<file path="src/rtl/snr_pkg.sv">
// Constants and types shared by the sensor host register block
// Overview of operation
// - An 8-bit mailbox register hands parameter values from the parameter store to the host.
// - Status bit 2 shows the device awake and bit 1 shows it suspended waiting on a measurement.
// - Status bit 0 shows the lowest power state, bits 7 to 3 read zero and the register resets to zero.
// - Parameters sit outside the register map and are reached only by fetch and store commands.
// - Parameter offsets 0x07, 0x08 and 0x09 hold the input selection for proximity channels one to three.
// - Parameter offset 0x05 holds alignment bits 6, 5, 4 for channels three, two, one; low bits are stored as written but unused.
// - The auxiliary word, shared with the UV level, sits in a low and a high byte that reset to zero.
// - A set alignment bit reports the low 16 bits of the 17-bit conversion, a clear one the upper 16.
package snr_pkg;
  localparam logic [6:0] DEV_ADDR        = 7'h5A;
  localparam logic [7:0] OFS_PROX3_HIGH  = 8'h2B;
  localparam logic [7:0] OFS_AUX_LOW     = 8'h2C;
  localparam logic [7:0] OFS_AUX_HIGH    = 8'h2D;
  localparam logic [7:0] OFS_READBACK    = 8'h2E;
  localparam logic [7:0] OFS_STATUS      = 8'h30;
  localparam logic [7:0] OFS_COMMAND     = 8'h31;
  localparam logic [7:0] OFS_PARAM_VALUE = 8'h32;
  localparam logic [7:0] OFS_KEY_FIRST   = 8'h3B;
  localparam logic [7:0] OFS_KEY_LAST    = 8'h3E;
  localparam logic [7:0] RST_BYTE        = 8'h00;
  localparam int         STAT_AWAKE_BIT  = 2;
  localparam int         STAT_SUSP_BIT   = 1;
  localparam int         STAT_SLEEP_BIT  = 0;
  localparam logic [4:0] PARAM_CHANNEL_ENABLE_LIST    = 5'h01;
  localparam logic [4:0] PARAM_ALIGN     = 5'h05;
  localparam logic [4:0] PARAM_PROX1_SEL = 5'h07;
  localparam int         ALIGN_PROX1_BIT = 4;
  localparam int         PARAM_DEPTH     = 32;
  localparam int         PROX_CHANNELS   = 3;
  localparam logic [2:0] CMD_FETCH       = 3'h4;
  localparam logic [2:0] CMD_STORE       = 3'h5;
  localparam logic [3:0] BITS_PER_BYTE   = 4'h8;

  typedef enum logic [6:0] {
    ST_IDLE      = 7'h01,
    ST_ADDR      = 7'h02,
    ST_ACK_ADDR  = 7'h04,
    ST_WRITE     = 7'h08,
    ST_ACK_WRITE = 7'h10,
    ST_READ      = 7'h20,
    ST_ACK_READ  = 7'h40
  } snr_link_state_t;
endpackage

</file>
<file path="src/rtl/snr_param_ram.sv">
// Parameter store reached only through fetch and store commands
`timescale 1ns/1ps
`default_nettype none
module snr_param_ram
  import snr_pkg::*;
(
  input  wire logic       clk_in,
  input  wire logic       rst_in,
  input  wire logic       req_in,
  input  wire logic       we_in,
  input  wire logic [4:0] addr_in,
  input  wire logic [7:0] wdata_in,
  output logic      [7:0] rdata_out,
  output logic            ack_out
);
  logic [7:0] mem_q [PARAM_DEPTH];
  logic [7:0] mem_d [PARAM_DEPTH];
  logic [7:0] rdata_d;

  // Store echoes the written value so the mailbox follows it
  always_comb begin
    mem_d   = mem_q;
    rdata_d = rdata_out;
    if (req_in) begin
      if (we_in) begin
        mem_d[addr_in] = wdata_in;
        rdata_d        = wdata_in;
      end else begin
        rdata_d = mem_q[addr_in];
      end
    end
  end

  always_ff @(posedge clk_in) begin
    if (rst_in) begin
      for (int i = 0; i < PARAM_DEPTH; i++) begin
        mem_q[i] <= RST_BYTE;
      end
      rdata_out <= RST_BYTE;
      ack_out   <= 1'b0;
    end else begin
      mem_q     <= mem_d;
      rdata_out <= rdata_d;
      ack_out   <= req_in;
    end
  end
endmodule
`default_nettype wire

</file>
<file path="src/rtl/snr_regs.sv">
// Sensor host register block with two-wire serial slave and parameter commands
`timescale 1ns/1ps
`default_nettype none
module snr_regs
  import snr_pkg::*;
(
  input  wire logic        clk_in,
  input  wire logic        rst_in,
  input  wire logic        scl_in,
  input  wire logic        sda_in,
  output logic             sda_out,
  output logic             sda_oen_out,
  input  wire logic        awake_in,
  input  wire logic        suspend_in,
  input  wire logic        sleep_in,
  input  wire logic        conv_valid_in,
  input  wire logic [1:0]  conv_chan_in,
  input  wire logic [16:0] conv_data_in,
  input  wire logic        aux_valid_in,
  input  wire logic [15:0] aux_data_in,
  output logic      [15:0] prox_word_out,
  output logic      [1:0]  prox_word_chan_out,
  output logic             prox_word_valid_out,
  output logic      [23:0] prox_input_select_out,
  output logic      [7:0]  channel_enable_list_out
);
  logic [2:0]      scl_sync_q;
  logic [2:0]      sda_sync_q;
  logic            scl_q;
  logic            sda_q;
  logic            scl_new;
  logic            sda_new;
  logic            scl_rise;
  logic            scl_fall;
  logic            start_ev;
  logic            stop_ev;
  snr_link_state_t st_q;
  snr_link_state_t st_d;
  logic [3:0]      bit_q;
  logic [3:0]      bit_d;
  logic [7:0]      sh_q;
  logic [7:0]      sh_d;
  logic [7:0]      ptr_q;
  logic [7:0]      ptr_d;
  logic            rw_q;
  logic            rw_d;
  logic            first_q;
  logic            first_d;
  logic            oen_d;
  logic            reg_we;
  logic [7:0]      rd_byte;
  logic [7:0]      key_idx;
  logic [7:0]      prox3_high_q;
  logic [7:0]      prox3_high_d;
  logic [7:0]      aux_low_q;
  logic [7:0]      aux_low_d;
  logic [7:0]      aux_high_q;
  logic [7:0]      aux_high_d;
  logic [7:0]      readback_q;
  logic [7:0]      readback_d;
  logic [7:0]      status_q;
  logic [7:0]      status_d;
  logic [7:0]      param_value_q;
  logic [7:0]      param_value_d;
  logic            param_req_q;
  logic            param_req_d;
  logic            param_we_q;
  logic            param_we_d;
  logic [4:0]      param_addr_q;
  logic [4:0]      param_addr_d;
  logic [7:0]      param_rdata;
  logic            param_ack;
  logic [7:0]      channel_enable_list_d;
  logic [7:0]      align_q;
  logic [7:0]      align_d;
  logic [7:0]      key_q [4];
  logic [7:0]      key_d [4];
  logic [15:0]     aligned_word;
  logic [15:0]     prox_word_d;
  logic [1:0]      prox_chan_d;
  logic            store_hit;

  // Pin synchronisers; a level counts once stages two and three agree
  always_ff @(posedge clk_in) begin
    if (rst_in) begin
      scl_sync_q <= 3'h7;
      sda_sync_q <= 3'h7;
      scl_q      <= 1'b1;
      sda_q      <= 1'b1;
    end else begin
      scl_sync_q <= {scl_sync_q[1:0], scl_in};
      sda_sync_q <= {sda_sync_q[1:0], sda_in};
      scl_q      <= scl_new;
      sda_q      <= sda_new;
    end
  end

  always_comb begin
    scl_new  = (scl_sync_q[1] == scl_sync_q[2]) ? scl_sync_q[2] : scl_q;
    sda_new  = (sda_sync_q[1] == sda_sync_q[2]) ? sda_sync_q[2] : sda_q;
    scl_rise = scl_new & ~scl_q;
    scl_fall = ~scl_new & scl_q;
    start_ev = scl_q & scl_new & sda_q & ~sda_new;
    stop_ev  = scl_q & scl_new & ~sda_q & sda_new;
  end

  // Serial slave: address, pointer byte, then auto-incremented data bytes
  always_comb begin
    st_d    = st_q;
    bit_d   = bit_q;
    sh_d    = sh_q;
    ptr_d   = ptr_q;
    rw_d    = rw_q;
    first_d = first_q;
    oen_d   = sda_oen_out;
    reg_we  = 1'b0;
    if (stop_ev) begin
      st_d  = ST_IDLE;
      oen_d = 1'b1;
    end else if (start_ev) begin
      st_d  = ST_ADDR;
      bit_d = 4'h0;
      oen_d = 1'b1;
    end else begin
      unique case (st_q)
        ST_IDLE: begin
          st_d = ST_IDLE;
        end
        ST_ADDR: begin
          if (scl_rise) begin
            sh_d  = {sh_q[6:0], sda_new};
            bit_d = bit_q + 4'h1;
          end else if (scl_fall && bit_q == BITS_PER_BYTE) begin
            if (sh_q[7:1] == DEV_ADDR) begin
              oen_d = 1'b0;
              rw_d  = sh_q[0];
              st_d  = ST_ACK_ADDR;
            end else begin
              st_d = ST_IDLE;
            end
          end
        end
        ST_ACK_ADDR: begin
          if (scl_fall) begin
            bit_d = 4'h0;
            if (rw_q) begin
              sh_d  = rd_byte;
              oen_d = rd_byte[7];
              st_d  = ST_READ;
            end else begin
              oen_d   = 1'b1;
              first_d = 1'b1;
              st_d    = ST_WRITE;
            end
          end
        end
        ST_WRITE: begin
          if (scl_rise) begin
            sh_d  = {sh_q[6:0], sda_new};
            bit_d = bit_q + 4'h1;
          end else if (scl_fall && bit_q == BITS_PER_BYTE) begin
            oen_d = 1'b0;
            st_d  = ST_ACK_WRITE;
            if (first_q) begin
              ptr_d = sh_q;
            end else begin
              reg_we = 1'b1;
              ptr_d  = ptr_q + 8'h01;
            end
          end
        end
        ST_ACK_WRITE: begin
          if (scl_fall) begin
            oen_d   = 1'b1;
            bit_d   = 4'h0;
            first_d = 1'b0;
            st_d    = ST_WRITE;
          end
        end
        ST_READ: begin
          if (scl_rise) begin
            bit_d = bit_q + 4'h1;
          end else if (scl_fall) begin
            if (bit_q == BITS_PER_BYTE) begin
              oen_d = 1'b1;
              ptr_d = ptr_q + 8'h01;
              st_d  = ST_ACK_READ;
            end else begin
              sh_d  = {sh_q[6:0], 1'b0};
              oen_d = sh_q[6];
            end
          end
        end
        ST_ACK_READ: begin
          if (scl_rise && sda_new) begin
            st_d = ST_IDLE;
          end else if (scl_fall) begin
            sh_d  = rd_byte;
            oen_d = rd_byte[7];
            bit_d = 4'h0;
            st_d  = ST_READ;
          end
        end
        default: begin
          st_d = ST_IDLE;
        end
      endcase
    end
  end

  always_ff @(posedge clk_in) begin
    if (rst_in) begin
      st_q        <= ST_IDLE;
      bit_q       <= 4'h0;
      sh_q        <= RST_BYTE;
      ptr_q       <= RST_BYTE;
      rw_q        <= 1'b0;
      first_q     <= 1'b0;
      sda_oen_out <= 1'b1;
      sda_out     <= 1'b0;
    end else begin
      st_q        <= st_d;
      bit_q       <= bit_d;
      sh_q        <= sh_d;
      ptr_q       <= ptr_d;
      rw_q        <= rw_d;
      first_q     <= first_d;
      sda_oen_out <= oen_d;
      sda_out     <= 1'b0;
    end
  end

  // Read map; parameter offsets are not mapped and read zero
  always_comb begin
    key_idx = ptr_q - OFS_KEY_FIRST;
    rd_byte = RST_BYTE;
    if (ptr_q >= OFS_KEY_FIRST && ptr_q <= OFS_KEY_LAST) begin
      rd_byte = key_q[key_idx[1:0]];
    end else begin
      unique case (ptr_q)
        OFS_PROX3_HIGH:  rd_byte = prox3_high_q;
        OFS_AUX_LOW:     rd_byte = aux_low_q;
        OFS_AUX_HIGH:    rd_byte = aux_high_q;
        OFS_READBACK:    rd_byte = readback_q;
        OFS_STATUS:      rd_byte = status_q;
        OFS_PARAM_VALUE: rd_byte = param_value_q;
        default:         rd_byte = RST_BYTE;
      endcase
    end
  end

  // Register file; hardware updates win over a host write in the same cycle
  always_comb begin
    prox3_high_d  = prox3_high_q;
    aux_low_d     = aux_low_q;
    aux_high_d    = aux_high_q;
    readback_d    = readback_q;
    param_value_d = param_value_q;
    param_req_d   = 1'b0;
    param_we_d    = param_we_q;
    param_addr_d  = param_addr_q;
    key_d         = key_q;
    store_hit     = param_req_q & param_we_q;
    channel_enable_list_d      = (store_hit && param_addr_q == PARAM_CHANNEL_ENABLE_LIST) ? param_value_q : channel_enable_list_out;
    align_d       = (store_hit && param_addr_q == PARAM_ALIGN) ? param_value_q : align_q;
    status_d      = {5'h00, awake_in, suspend_in, sleep_in};
    if (reg_we) begin
      if (ptr_q >= OFS_KEY_FIRST && ptr_q <= OFS_KEY_LAST) begin
        key_d[key_idx[1:0]] = sh_q;
      end
      unique case (ptr_q)
        OFS_PROX3_HIGH:  prox3_high_d  = sh_q;
        OFS_AUX_LOW:     aux_low_d     = sh_q;
        OFS_AUX_HIGH:    aux_high_d    = sh_q;
        OFS_READBACK:    readback_d    = sh_q;
        OFS_PARAM_VALUE: param_value_d = sh_q;
        OFS_COMMAND: begin
          if (sh_q[7:5] == CMD_FETCH || sh_q[7:5] == CMD_STORE) begin
            param_req_d  = 1'b1;
            param_we_d   = (sh_q[7:5] == CMD_STORE);
            param_addr_d = sh_q[4:0];
          end
        end
        default: begin
          param_req_d = 1'b0;
        end
      endcase
    end
    if (param_ack) begin
      readback_d = param_rdata;
    end
    if (aux_valid_in) begin
      aux_low_d  = aux_data_in[7:0];
      aux_high_d = aux_data_in[15:8];
    end
    aligned_word = align_q[ALIGN_PROX1_BIT + int'(conv_chan_in)] ? conv_data_in[15:0] : conv_data_in[16:1];
    prox_word_d  = conv_valid_in ? aligned_word : prox_word_out;
    prox_chan_d  = conv_valid_in ? conv_chan_in : prox_word_chan_out;
    if (conv_valid_in && conv_chan_in == 2'h2) begin
      prox3_high_d = aligned_word[15:8];
    end
  end

  always_ff @(posedge clk_in) begin
    if (rst_in) begin
      prox3_high_q            <= RST_BYTE;
      aux_low_q               <= RST_BYTE;
      aux_high_q              <= RST_BYTE;
      readback_q              <= RST_BYTE;
      status_q                <= RST_BYTE;
      param_value_q           <= RST_BYTE;
      param_req_q             <= 1'b0;
      param_we_q              <= 1'b0;
      param_addr_q            <= 5'h00;
      channel_enable_list_out <= RST_BYTE;
      align_q                 <= RST_BYTE;
      key_q                   <= '{default: RST_BYTE};
      prox_word_out           <= 16'h0000;
      prox_word_chan_out      <= 2'h0;
      prox_word_valid_out     <= 1'b0;
    end else begin
      prox3_high_q            <= prox3_high_d;
      aux_low_q               <= aux_low_d;
      aux_high_q              <= aux_high_d;
      readback_q              <= readback_d;
      status_q                <= status_d;
      param_value_q           <= param_value_d;
      param_req_q             <= param_req_d;
      param_we_q              <= param_we_d;
      param_addr_q            <= param_addr_d;
      channel_enable_list_out <= channel_enable_list_d;
      align_q                 <= align_d;
      key_q                   <= key_d;
      prox_word_out           <= prox_word_d;
      prox_word_chan_out      <= prox_chan_d;
      prox_word_valid_out     <= conv_valid_in;
    end
  end

  // Input selection shadows of the three proximity channels
  for (genvar g = 0; g < PROX_CHANNELS; g++) begin : g_sel
    logic [7:0] sel_d;
    always_comb begin
      sel_d = prox_input_select_out[g*8 +: 8];
      if (store_hit && param_addr_q == PARAM_PROX1_SEL + 5'(g)) begin
        sel_d = param_value_q;
      end
    end
    always_ff @(posedge clk_in) begin
      if (rst_in) begin
        prox_input_select_out[g*8 +: 8] <= RST_BYTE;
      end else begin
        prox_input_select_out[g*8 +: 8] <= sel_d;
      end
    end
  end

  snr_param_ram u_param_ram (
    .clk_in    (clk_in),
    .rst_in    (rst_in),
    .req_in    (param_req_q),
    .we_in     (param_we_q),
    .addr_in   (param_addr_q),
    .wdata_in  (param_value_q),
    .rdata_out (param_rdata),
    .ack_out   (param_ack)
  );
endmodule
`default_nettype wire

</file>
<file path="config.mk">
export PLATFORM = sky130hd
export DESIGN_NAME = snr_regs
export DESIGN_NICKNAME = d
export VERILOG_FILES = /design/src/rtl/snr_pkg.sv /design/src/rtl/snr_param_ram.sv /design/src/rtl/snr_regs.sv
export SDC_FILE = /design/constraint.sdc
export NUM_CORES = 1
export LEC_CHECK = 0
export BUFFER_PORTS_ARGS = -buffer_cell sky130_fd_sc_hd__buf_2
export CAP_MARGIN = 40
export CORE_ASPECT_RATIO = 1.75
export CORE_MARGIN = 2
export CORE_UTILIZATION = 45
export CTS_CLUSTER_DIAMETER = 50
export DETAILED_ROUTE_END_ITERATION = 10
export HOLD_SLACK_MARGIN = 0.06
export PLACE_DENSITY = 0.64
export RECOVER_POWER = 100
export SYNTH_ARGS = -nofsm -noshare
export SYNTH_HDL_FRONTEND = slang
export SYNTH_SLANG_ARGS = --single-unit
</file>
<file path="constraint.sdc">
create_clock -name clk_in -period 2.2 [get_ports clk_in]
set_input_delay 0 -clock clk_in [delete_from_list [all_inputs] [get_ports clk_in]]
set_output_delay 0 -clock clk_in [all_outputs]
set_load 0.01 [all_outputs]
</file>
==> results of run 1 <==
-- worst max-delay path, cell delays in order (launching register included) --
cell and delay (ns):
dfxtp_2 0.42, buf_4 0.15, buf_12 0.14, mux4_2 0.52, a2111o_1 0.44, a31oi_2 0.17
and3_1 0.18, o32ai_1 0.08
-- cell type report --
cell class                 count  area share [%]
multi-input combinational   1601            42.3
tap                          566            2.91
clock buffer                  58            5.03
clock inverter                19           0.859
inverter                      19           0.293
timing repair buffer         383            12.4
sequential                   440            36.3
-- what timing repair did --
action / 4_1_cts / 5_1_grt
pin swaps: 3 / 6
setup endpoints to repair: 54 / 127
resized for setup: 16 / 57
buffers inserted: 6 / 11
cloned: 2 / 0
hold buffers: 75 / 0
hold endpoints to repair: 112 / 0
-- report_power, final --
part	switching, mW	total, mW	internal [mW]
Sequential	0.0374	8.06	8.02
Combinational	0.279	0.498	0.218
Clock	3.37	7.57	4.21
-- kinds of logic (layout without fill, tap and decap cells) --
| group | after synthesis | after routing |
|---|---|---|
| flops | 440 | 440 |
| simple gates | 805 | 805 |
| fa+ha+maj | 7 | 7 |
| xor+xnor | 7 | 7 |
| compound gates | 514 | 515 |
| buf+inv | 218 | 479 |
| mux | 266 | 266 |
| other cells | 1 | 1 |
-- path summary, 6_finish.rpt --
kind | from | end | slack, ns | depth (start not counted)
hold / removal | scl_in | scl_sync_q[0]$_SDFF_PP1_ | 0.16 | 3
setup reg to reg | param_addr_q[0]$_SDFFE_PP0P_ | u_param_ram.rdata_out[3]$_SDFFE_PP0P_ | -0.04 | 7
setup / recovery | param_addr_q[0]$_SDFFE_PP0P_ | u_param_ram.rdata_out[3]$_SDFFE_PP0P_ | -0.04 | 7
hold reg to reg | sda_sync_q[0]$_SDFF_PP1_ | sda_sync_q[1]$_SDFF_PP1_ | 0.42 | 1
-- registers in the layout, indices dropped and copies added, names as in the netlist, 5 cells and up --
signal	count
ptr_q	8
st_q	7
key_q	32
readback_q	8
prox_word_out	16
param_addr_q	5
prox3_high_q	8
aux_high_q	8
param_value_q	8
prox_input_select_out	24
sh_q	8
u_param_ram.rdata_out	8
channel_enable_list_out	8
u_param_ram.mem_q	256
aux_low_q	8
-- per-layer routing --
metal	share of wire, %	GRT usage [%]
met5	0	0
met4	7.8	20.5
met3	4.7	4.16
met2	52	51.9
met1	36	29.2
-- through the flow --
step	setup TNS, ns	area [sq um]	std cells	util (%)
2_1_floorplan	-0.262	19800	2258	-
3_3_place_gp	-1.10	21700	2915	50.1
3_5_place_dp	-1.67	21700	2915	50.1
4_1_cts	-0.297	24100	3075	55.6
5_1_grt	-2.02	24300	3086	56.1
6_report	-0.119	24300	3086	56.1
-- cells in the final DEF, fill, tap and decap left out, types with 9 or more instances in the layout --
cell type	n
nor4_1	9
mux2i_1	206
buf_4	159
nand2b_1	11
a21oi_1	264
clkbuf_1	15
a211oi_1	26
clkbuf_2	17
clkbuf_16	44
dlygate4sd3_1	75
mux2_2	10
nor3_1	32
o211ai_1	10
nor2_1	184
or2_2	11
inv_1	18
nand2_1	350
nand3_1	105
buf_2	97
a21boi_0	9
a22oi_1	9
buf_12	16
mux4_2	45
nor2b_1	29
o21ai_0	114
dfxtp_1	431
==> qor.yml, run 1 <==
status: "finished, violations left"
violations: "negative setup slack"
synth_top_flop_cell: "dfxtp_1"
synth_largest_area_cell: "dfxtp_1"
finalPower_mw: 16.1
synth_edf_count: 0
slew_headroom_pct: 48.0
nets: 2539
first_pass_iters: 8
routed_via_density: 5.85
tritoncts: "built"
synth.distinct_cells: 74
synth_top_family_by_area: "simple AND/OR/NAND/NOR gates"
drv_slew: 0
core_area_sq_um: 43300
vias: 18100
synth-compound-area-share_pct: 15.2
antenna_found_initial: 0
n_fill_cell: 3921
ys_seq_elements: 440
worst_pin_slew_ns: 0.779
grt_pass1_vias: 18100
irDropWorstVdd_uv: 521
initial_core_util_pct: 45.7
synth_common_cells: "440 x dfxtp_1, 357 x nand2_1, 266 x a21oi_1, 211 x mux2i_1, 185 x nor2_1"
gp_congestion: 1.03
synthCells: 2258
ys_seq_area_share_pct: 44.5
critPathKind: "register to register"
ios: 97
routedWlPerCell_um: 21.4
netlist.area_leader.share_pct: 44.5
synth_area_sq_um: 19800
yosys.cell_count.top_type: "dfxtp_1"
syn_nets: 2308
cp-end-kind: "register"
powerDensity_nw_per_um2: 663
hold_class: "input pin to register"
rsz0062_at_grt: "true"
wirelength_mm: 66.1
area_growth_pct: 22.9
grt_use_total_pct: 28.3
synth_simple_gate_area_share_pct: 18.3
clk_pin_slew_ns: 0.07
die_h_um: 281
cp_max_fo: 11
critPathLaunchType: "register"
ys_async_sr_fraction_pct: 0
fin_crit_sh_pct: 102
port_buffers: 95
pre_cts_slack_ns: -0.336
yosys-top-cells-area: "dfxtp_1 45%, mux2i_1 11%, nand2_1 6.8%, a21oi_1 6.7%, mux4_2 5.1%"
h-tree-depth: 2
hold_violations: 0
syn_avg_cell_area_sq_um: 8.77
yosys.area_share.xor_xnor_pct: 0.310
critPathArrivalTime_ns: 2.68
cts_made_buffers: 44
drv_cap: 0
multi_input_area_sq_um: 10300
yosysWarnings: 0
clock_sinks: 440
setup_ws_ns: -0.0393
overflow: 0
max_freq_mhz: 447
skew_ns: 0.0207
clk_latency_ns: 0.57
critPathRequiredTime_ns: 2.64
min_period_ns: 2.24
insertedDiodeCount: 0
row_count: 101
setup_viol_count_final: 4
cts_buffer_depth: 3
grt_pass1_wl_mm: 101
drtAntennaViolNets: 0
drive_above_1_share_pct: 20.2
ctsRootBufferMaster: "clkbuf_16"
synth.area.mux_share_pct: 16.4
drt_iter0_markers: 1378
synth_fa_ha_area_share_pct: 0.430
holdWs_ns: 0.160
leakage_nw: 8.74
grt_max_degree: 113
drc_errors: 0
dp_hpwl_mm: 44.8
regArea_sq_um: 8820
dieArea_sq_um: 45700
die_w_um: 163
Power figures use the tool's default switching activity.
==> run 2: changes to the inputs <==
--- a/config.mk
+++ b/config.mk
@@ -5,6 +5,7 @@
 export SDC_FILE = /design/constraint.sdc
 export NUM_CORES = 1
 export LEC_CHECK = 0
+export ABC_AREA = 1
 export BUFFER_PORTS_ARGS = -buffer_cell sky130_fd_sc_hd__buf_2
 export CAP_MARGIN = 40
 export CORE_ASPECT_RATIO = 1.75
==> constraint.sdc (replaced) <==
create_clock -name clk_in -period 2.2 [get_ports clk_in]
set_input_delay 0 -clock clk_in [delete_from_list [all_inputs] [get_ports clk_in]]
set_output_delay 0 -clock clk_in [all_outputs]
set_load 0.1 [all_outputs]
==> qor.yml, run 2 <==
grt_use_total_pct: 27.2  # -1.2 points
holdPathEnd: "sda_sync_q[0]$_SDFF_PP1_"
power_frac_seq_pct: 49.6  # -0.4 points
power.share.clock_pct: 46.2  # -0.8 points
leakage_nw: 9.40  # +7.5%
max_freq_mhz: 477  # +6.7%
ctsRootBufferMaster: "clkbuf_16"
wirelength_mm: 63.1  # -4.6%
finalPower_mw: 16.2  # +0.75%
fin_area_sq_um: 22900  # -5.8%
area_growth_pct: 16.2
synth_largest_area_cell: "dfxtp_1"
rsz0062_at_grt: "true"
top_register: "u_param_ram.mem_q"
clk_pin_slew_ns: 0.07  # about the same
critical_path.most_common_cell: "buf_4"
core_area_sq_um: 43300  # unchanged
yosysWarnings: 0  # unchanged
ios: 97  # unchanged
largest_reg_flops: 256  # unchanged
synth_area_sq_um: 19700  # -0.33%
syn_avg_cell_area_sq_um: 6.98  # -20%
grt_pass1_vias: 18300  # +1.3%
insertedDiodeCount: 0  # unchanged
reg2reg_to: "prox3_high_q[7]$_SDFFE_PP0P_"
dpl-instance-area_sq_um: 21000  # -3.6%
antenna_found_initial: 0  # unchanged
grt_max_degree: 116  # +2.7%
critPathRequiredTime_ns: 2.67  # +0.03 ns
irDropWorstVdd_uv: 685  # +31%
synth_common_cells: "858 x nand2_1, 440 x dfxtp_1, 408 x a21oi_1, 341 x o21ai_0, 175 x nor2_1"
die_h_um: 281  # -0.16%
reg_top3: "u_param_ram.mem_q x256, key_q x32, prox_input_select_out x24"
critPathKind: "register to register"
placed_cells: 3415  # +17%
initial_core_util_pct: 45.5  # -0.15 points
hold_class: "input pin to register"
setup_viol_count_final: 0  # -4
overflow: 0  # unchanged
grt_pass1_wl_mm: 98.2  # -2.9%
hp-start: "sda_in"
netlist.area_leader.share_pct: 44.7  # +0.15 points
ys_seq_elements: 440  # unchanged
port_buffers: 95  # unchanged
slew_headroom_pct: 18.2  # -30 points
cts_made_buffers: 44  # unchanged
nets: 3015  # +19%
synthCells: 2826  # +25%
r2r_slack_ns: 0.10  # +0.14 ns
ys_seq_area_share_pct: 44.7  # +0.15 points
gp_congestion: 0.948  # -7.8%
drc_errors: 0  # unchanged
max_stage_delay_ns: 0.36  # -0.16 ns
yosys.cell_count.top_type: "nand2_1"
synth.distinct_cells: 35  # -53%
power_switching_mw: 3.78  # +2.7%
hold_violations: 0  # unchanged
comb_power_share_pct: 4.2  # +1.1 points
reg2regPathDepth: 11  # +4
drt_iter0_markers: 1479  # +7.3%
dieArea_sq_um: 45600  # -0.32%
dp_hpwl_mm: 43.7  # -2.4%
cp-end-kind: "register"
synth_edf_count: 0  # unchanged
first_pass_iters: 5  # -3
vias: 19100  # +6.0%
switching_share_pct: 23.3  # +0.44 points
critPathLaunchType: "register"
tritoncts: "built"
drv_slew: 0  # unchanged
fin_tns_setup_ns: 0  # +0.119 ns
synth_top_flop_cell: "dfxtp_1"
drtAntennaViolNets: 0  # unchanged
routed_via_density: 5.37  # -8.2%
layout.cells.non_filler: 3564  # +15%
drv_cap: 0  # unchanged
routedWlPerCell_um: 17.7  # -17%
skew_ns: 0.0259  # +0.00523 ns
clock_sinks: 440  # unchanged
final_common_cell: "nand2_1"
p_int_mw: 12.5  # +0.18%
critPathArrivalTime_ns: 2.56  # -0.12 ns
min_period_ns: 2.10  # -0.141 ns
die_w_um: 162  # -0.16%
status: "complete, no violations"
whs_path_depth: 3  # unchanged
drive_above_1_share_pct: 9.94  # -10 points
row_count: 101  # unchanged
powerDensity_nw_per_um2: 709  # +6.9%
syn_nets: 2876  # +25%
final_cell_mix: "856 x nand2_1, 438 x dfxtp_1, 408 x a21oi_1"
r2r-start: "ptr_q[0]$_SDFFE_PP0P_"
fin_crit_sh_pct: 95.4  # -6.4 points
path_cells: "buf_4 -> ha_1 -> inv_1 -> nor3_4 -> buf_4 -> nand2_1 -> nor2_2 -> nor2_1 -> buf_4 -> a21oi_1 -> nor2_1"
cts_buffer_depth: 3  # unchanged
h-tree-depth: 2  # unchanged
ys_async_sr_fraction_pct: 0  # unchanged
clk_latency_ns: 0.57  # about the same
cp_max_fo: 7  # -4
worst_pin_slew_ns: 1.23  # +0.454 ns
yosys-top-cells-area: "dfxtp_1 45%, nand2_1 16%, a21oi_1 10%, o21ai_0 8.7%, nor2_1 3.3%"
crit_path_top_delay_cell: "dfxtp_1"
## run 2: changes by cell type after synthesis, moves of 16 or more
cell,change
nand2_1,+501
o21ai_0,+224
mux2i_1,-211
a21oi_1,+142
inv_1,+126
clkbuf_1,-46
mux4_2,-45
nor2b_1,-30
buf_2,+27
nor2_4,+25
a211oi_1,-24
nor3_1,-24
inv_2,+19
nand4_1,+16
## run 2: power groups by stage
stage               clock network, mW  logic (mW)  registers (mW)
finish                           7.51       0.685            8.05
global route                     8.00       0.733            8.05
CTS                              7.66       0.689            8.05
detailed placement                  0       0.590            8.23
global placement                    0       0.584            8.23
floorplan                           0       0.243            8.41
## run 2: timing repair
item,CTS,global route
hold buffers,67,0
buffers inserted,0,3
hold endpoints to repair,56,0
gates resized for setup,0,19
endpoints found under the setup margin,0,49
## run 2: logic make-up (layout without fill, tap and decap cells)
kind of cell,Yosys count,in the layout,share of synthesized area (%)
and+or+nand+nor,1239,1239,26.5
AOI/OAI and AO/OA,791,791,20.5
DFF,440,440,44.7
buffers and inverters,344,516,7.69
adders and majority gates,6,6,0.381
xor gates and xnor gates,5,5,0.222
other,1,1,0.0190
## run 2: area by class of cell
type / instances / area (sq um)
clock inverter: 19 / 186
clock buffer: 60 / 1240
tap: 566 / 708
fill: 4256 / 20400
inverter: 171 / 652
multi-input combinational: 2042 / 9370
timing repair buffer: 266 / 1950
sequential: 440 / 8810
## run 2: worst max-delay path, delay by kind of cell, from the launching register on
kind,cells,cell delay (ns)
fa+ha+maj,1,0.26
simple gates,5,0.63
compound gates,1,0.12
flops,1,0.36
buf+inv,4,0.65
## run 2: how the worst max path moves through the flow
stage	start	end	slack [ns]	depth (start not counted)
final	ptr_q[0]$_SDFFE_PP0P_	prox3_high_q[7]$_SDFFE_PP0P_	0.10	11
after global routing	ptr_q[0]$_SDFFE_PP0P_	prox3_high_q[7]$_SDFFE_PP0P_	-0.02	11
after CTS	bit_q[0]$_SDFFE_PP0P_	ptr_q[1]$_SDFFE_PP0P_	0.07	15
after detailed placement	bit_q[0]$_SDFFE_PP0P_	ptr_q[1]$_SDFFE_PP0P_	0.09	15
after global placement	param_addr_q[0]$_SDFFE_PP0P_	u_param_ram.rdata_out[3]$_SDFFE_PP0P_	0.06	9
after floorplan	ptr_q[0]$_SDFFE_PP0P_	sh_q[3]$_SDFFE_PP0P_	0.08	13
## run 2: stage by stage
step / setup slack, ns / util [%] / hold WS, ns
after floorplan: 0.0812 / - / 0.104
after global placement: 0.0634 / 48.3 / 0.186
after CTS: 0.0668 / 53.2 / 0.130
after global routing: -0.0233 / 52.9 / 0.163
final: 0.102 / 52.9 / 0.168
after detailed placement: 0.0876 / 48.3 / 0.187
## run 2: metal layers
| metal | wire, um | track usage [%] | part of all wire [%] |
|---|---|---|---|
| met1 | 24000 | 30.2 | 38 |
| met2 | 31400 | 48.3 | 50 |
| met3 | 2880 | 2.91 | 4.6 |
| met4 | 4760 | 18.7 | 7.6 |
| met5 | 0 | 0 | 0 |
==> run 3: changes to the inputs <==
--- a/config.mk
+++ b/config.mk
@@ -7,14 +7,13 @@
 export LEC_CHECK = 0
 export ABC_AREA = 1
 export BUFFER_PORTS_ARGS = -buffer_cell sky130_fd_sc_hd__buf_2
-export CAP_MARGIN = 40
 export CORE_ASPECT_RATIO = 1.75
 export CORE_MARGIN = 2
-export CORE_UTILIZATION = 45
+export CORE_UTILIZATION = 40
 export CTS_CLUSTER_DIAMETER = 50
 export DETAILED_ROUTE_END_ITERATION = 10
 export HOLD_SLACK_MARGIN = 0.06
-export PLACE_DENSITY = 0.64
+export PLACE_DENSITY = 0.58
 export RECOVER_POWER = 100
 export SYNTH_ARGS = -nofsm -noshare
 export SYNTH_HDL_FRONTEND = slang
==> qor.yml, run 3 (synthesized netlist as in run 2, its figures left out) <==
grt_use_total_pct: 24.7  # -2.5 points
holdWs_ns: 0.219  # +0.0511 ns
min_period_ns: 2.09  # -0.00615 ns
tritoncts: "built"
vias: 19100  # -0.23%
h-tree-depth: 2  # unchanged
die_w_um: 172  # +5.9%
routedWlPerCell_um: 17.5  # -1.4%
placed_cells: 3496  # +2.4%
rsz0062_at_grt: "true"
grt_pass1_vias: 18600  # +1.6%
dp_hpwl_mm: 44.5  # +1.9%
powerDensity_nw_per_um2: 710  # +0.17%
hp-start: "scl_in"
critPathRequiredTime_ns: 2.62  # -0.05 ns
cts_made_buffers: 45  # +2.3%
wirelength_mm: 63.6  # +0.80%
slew_headroom_pct: 14.4  # -3.8 points
drt_iter0_markers: 1378  # -6.8%
critPathArrivalTime_ns: 2.51  # -0.05 ns
whs_path_depth: 3  # unchanged
irDropWorstVdd_uv: 508  # -26%
cts_buffer_depth: 3  # unchanged
reg2reg_to: "u_param_ram.rdata_out[0]$_SDFFE_PP0P_"
cp-end-kind: "register"
drtAntennaViolNets: 0  # unchanged
dieArea_sq_um: 51200  # +12%
gp_congestion: 0.967  # +2.0%
layout.cells.non_filler: 3643  # +2.2%
cp_max_fo: 38  # +31
setup_viol_count_final: 0  # unchanged
r2r-start: "param_addr_q[0]$_SDFFE_PP0P_"
drv_slew: 0  # unchanged
row_count: 107  # +5.9%
clk_pin_slew_ns: 0.06  # about the same
hold_class: "input pin to register"
drv_cap: 0  # unchanged
critPathKind: "register to register"
area_growth_pct: 16.6
initial_core_util_pct: 40.5  # -5.0 points
clock_sinks: 440  # unchanged
worst_pin_slew_ns: 1.29  # +0.0571 ns
pre_cts_slack_ns: 0.0452  # -0.0424 ns
antenna_found_initial: 0  # unchanged
ctsRootBufferMaster: "clkbuf_16"
status: "complete, no violations"
reg_top3: "u_param_ram.mem_q x256, key_q x32, prox_input_select_out x24"
skew_ns: 0.0335  # +0.00753 ns
routed_via_density: 5.24  # -2.4%
overflow: 0  # unchanged
die_h_um: 298  # +6.0%
final_cell_mix: "854 x nand2_1, 439 x dfxtp_1, 408 x a21oi_1"
grt_max_degree: 75  # -35%
port_buffers: 95  # unchanged
nets: 3006  # -0.30%
critPathLaunchType: "register"
holdPathEnd: "scl_sync_q[0]$_SDFF_PP1_"
first_pass_iters: 6  # +1
fin_crit_sh_pct: 95.1  # -0.28 points
r2r_slack_ns: 0.11  # about the same
grt_pass1_wl_mm: 100  # +1.8%
insertedDiodeCount: 0  # unchanged
drive_above_1_share_pct: 9.74  # -0.20 points
max_freq_mhz: 478  # +0.29%
final_common_cell: "nand2_1"
setup_ws_ns: 0.108  # +0.00615 ns
drc_errors: 0  # unchanged
largest_reg_flops: 256  # unchanged
clk_latency_ns: 0.58  # about the same
hold_violations: 0  # unchanged
top_register: "u_param_ram.mem_q"
leakage_nw: 9.36  # -0.39%
fin_util_pct: 47.2  # -5.7 points
core_area_sq_um: 48700  # +12%
reg2regPathDepth: 13  # +2
ios: 97  # unchanged
run 3: cell type report:
type	instances	area (sq um)
Sequential cell	440	8810
Inverter	171	654
Multi-Input combinational cell	2042	9410
Clock inverter	16	174
Timing Repair Buffer	256	1870
Clock buffer	64	1280
Fill cell	5011	25700
Tap cell	654	818
run 3: per-layer routing:
layer	track usage, %	part of all wire [%]
met1	27.1	38
met2	44.4	51
met3	2.62	4.2
met4	15.8	7.0
met5	0	0
run 3: where the power goes:
part           switching [mW]  total [mW]  internal (mW)
combinational           0.468       0.678          0.210
clock                    3.30        7.61           4.30
sequential             0.0386        8.06           8.02
run 3: critical path: stages (launching register included):
cell      delay (ns)
dfxtp_2         0.51
inv_2           0.13
buf_6           0.22
nand2_1         0.10
nand2_1         0.05
nand2_1         0.06
nand3_1         0.07
nand2_1         0.07
nand2_1         0.06
nor2_1          0.09
clkbuf_1        0.23
nand3_1         0.16
nand2_1         0.09
a21oi_1         0.05
run 3: metrics by stage:
step	area [sq um]	setup TNS (ns)	power (mW)
6_report	23000	0	16.3
3_5_place_dp	21000	0	8.82
4_1_cts	23100	0	16.5
3_3_place_gp	21000	0	8.82
2_1_floorplan	19700	0	8.65
5_1_grt	23000	-0.0573	16.9
run 3: how the worst max path moves through the flow:
stage                                       startpoint                                    end  slack [ns]  depth (start not counted)
after global routing             bit_q[0]$_SDFFE_PP0P_          param_value_q[4]$_SDFFE_PP0P_       -0.02                         12
after CTS                        bit_q[0]$_SDFFE_PP0P_                 key_q[28]$_SDFFE_PP0P_        0.04                         11
final                     param_addr_q[0]$_SDFFE_PP0P_  u_param_ram.rdata_out[0]$_SDFFE_PP0P_        0.11                         13
after global placement           bit_q[0]$_SDFFE_PP0P_                 key_q[30]$_SDFFE_PP0P_        0.05                         11
after floorplan                  ptr_q[0]$_SDFFE_PP0P_                   sh_q[3]$_SDFFE_PP0P_        0.08                         13
after detailed placement         bit_q[0]$_SDFFE_PP0P_                 key_q[28]$_SDFFE_PP0P_        0.05                         11
run 3: timing repair:
action,CTS,global route
setup endpoints to repair,0,39
gates resized for setup,0,12
hold endpoints to repair,62,0
hold buffers,66,0
setup buffers,0,1
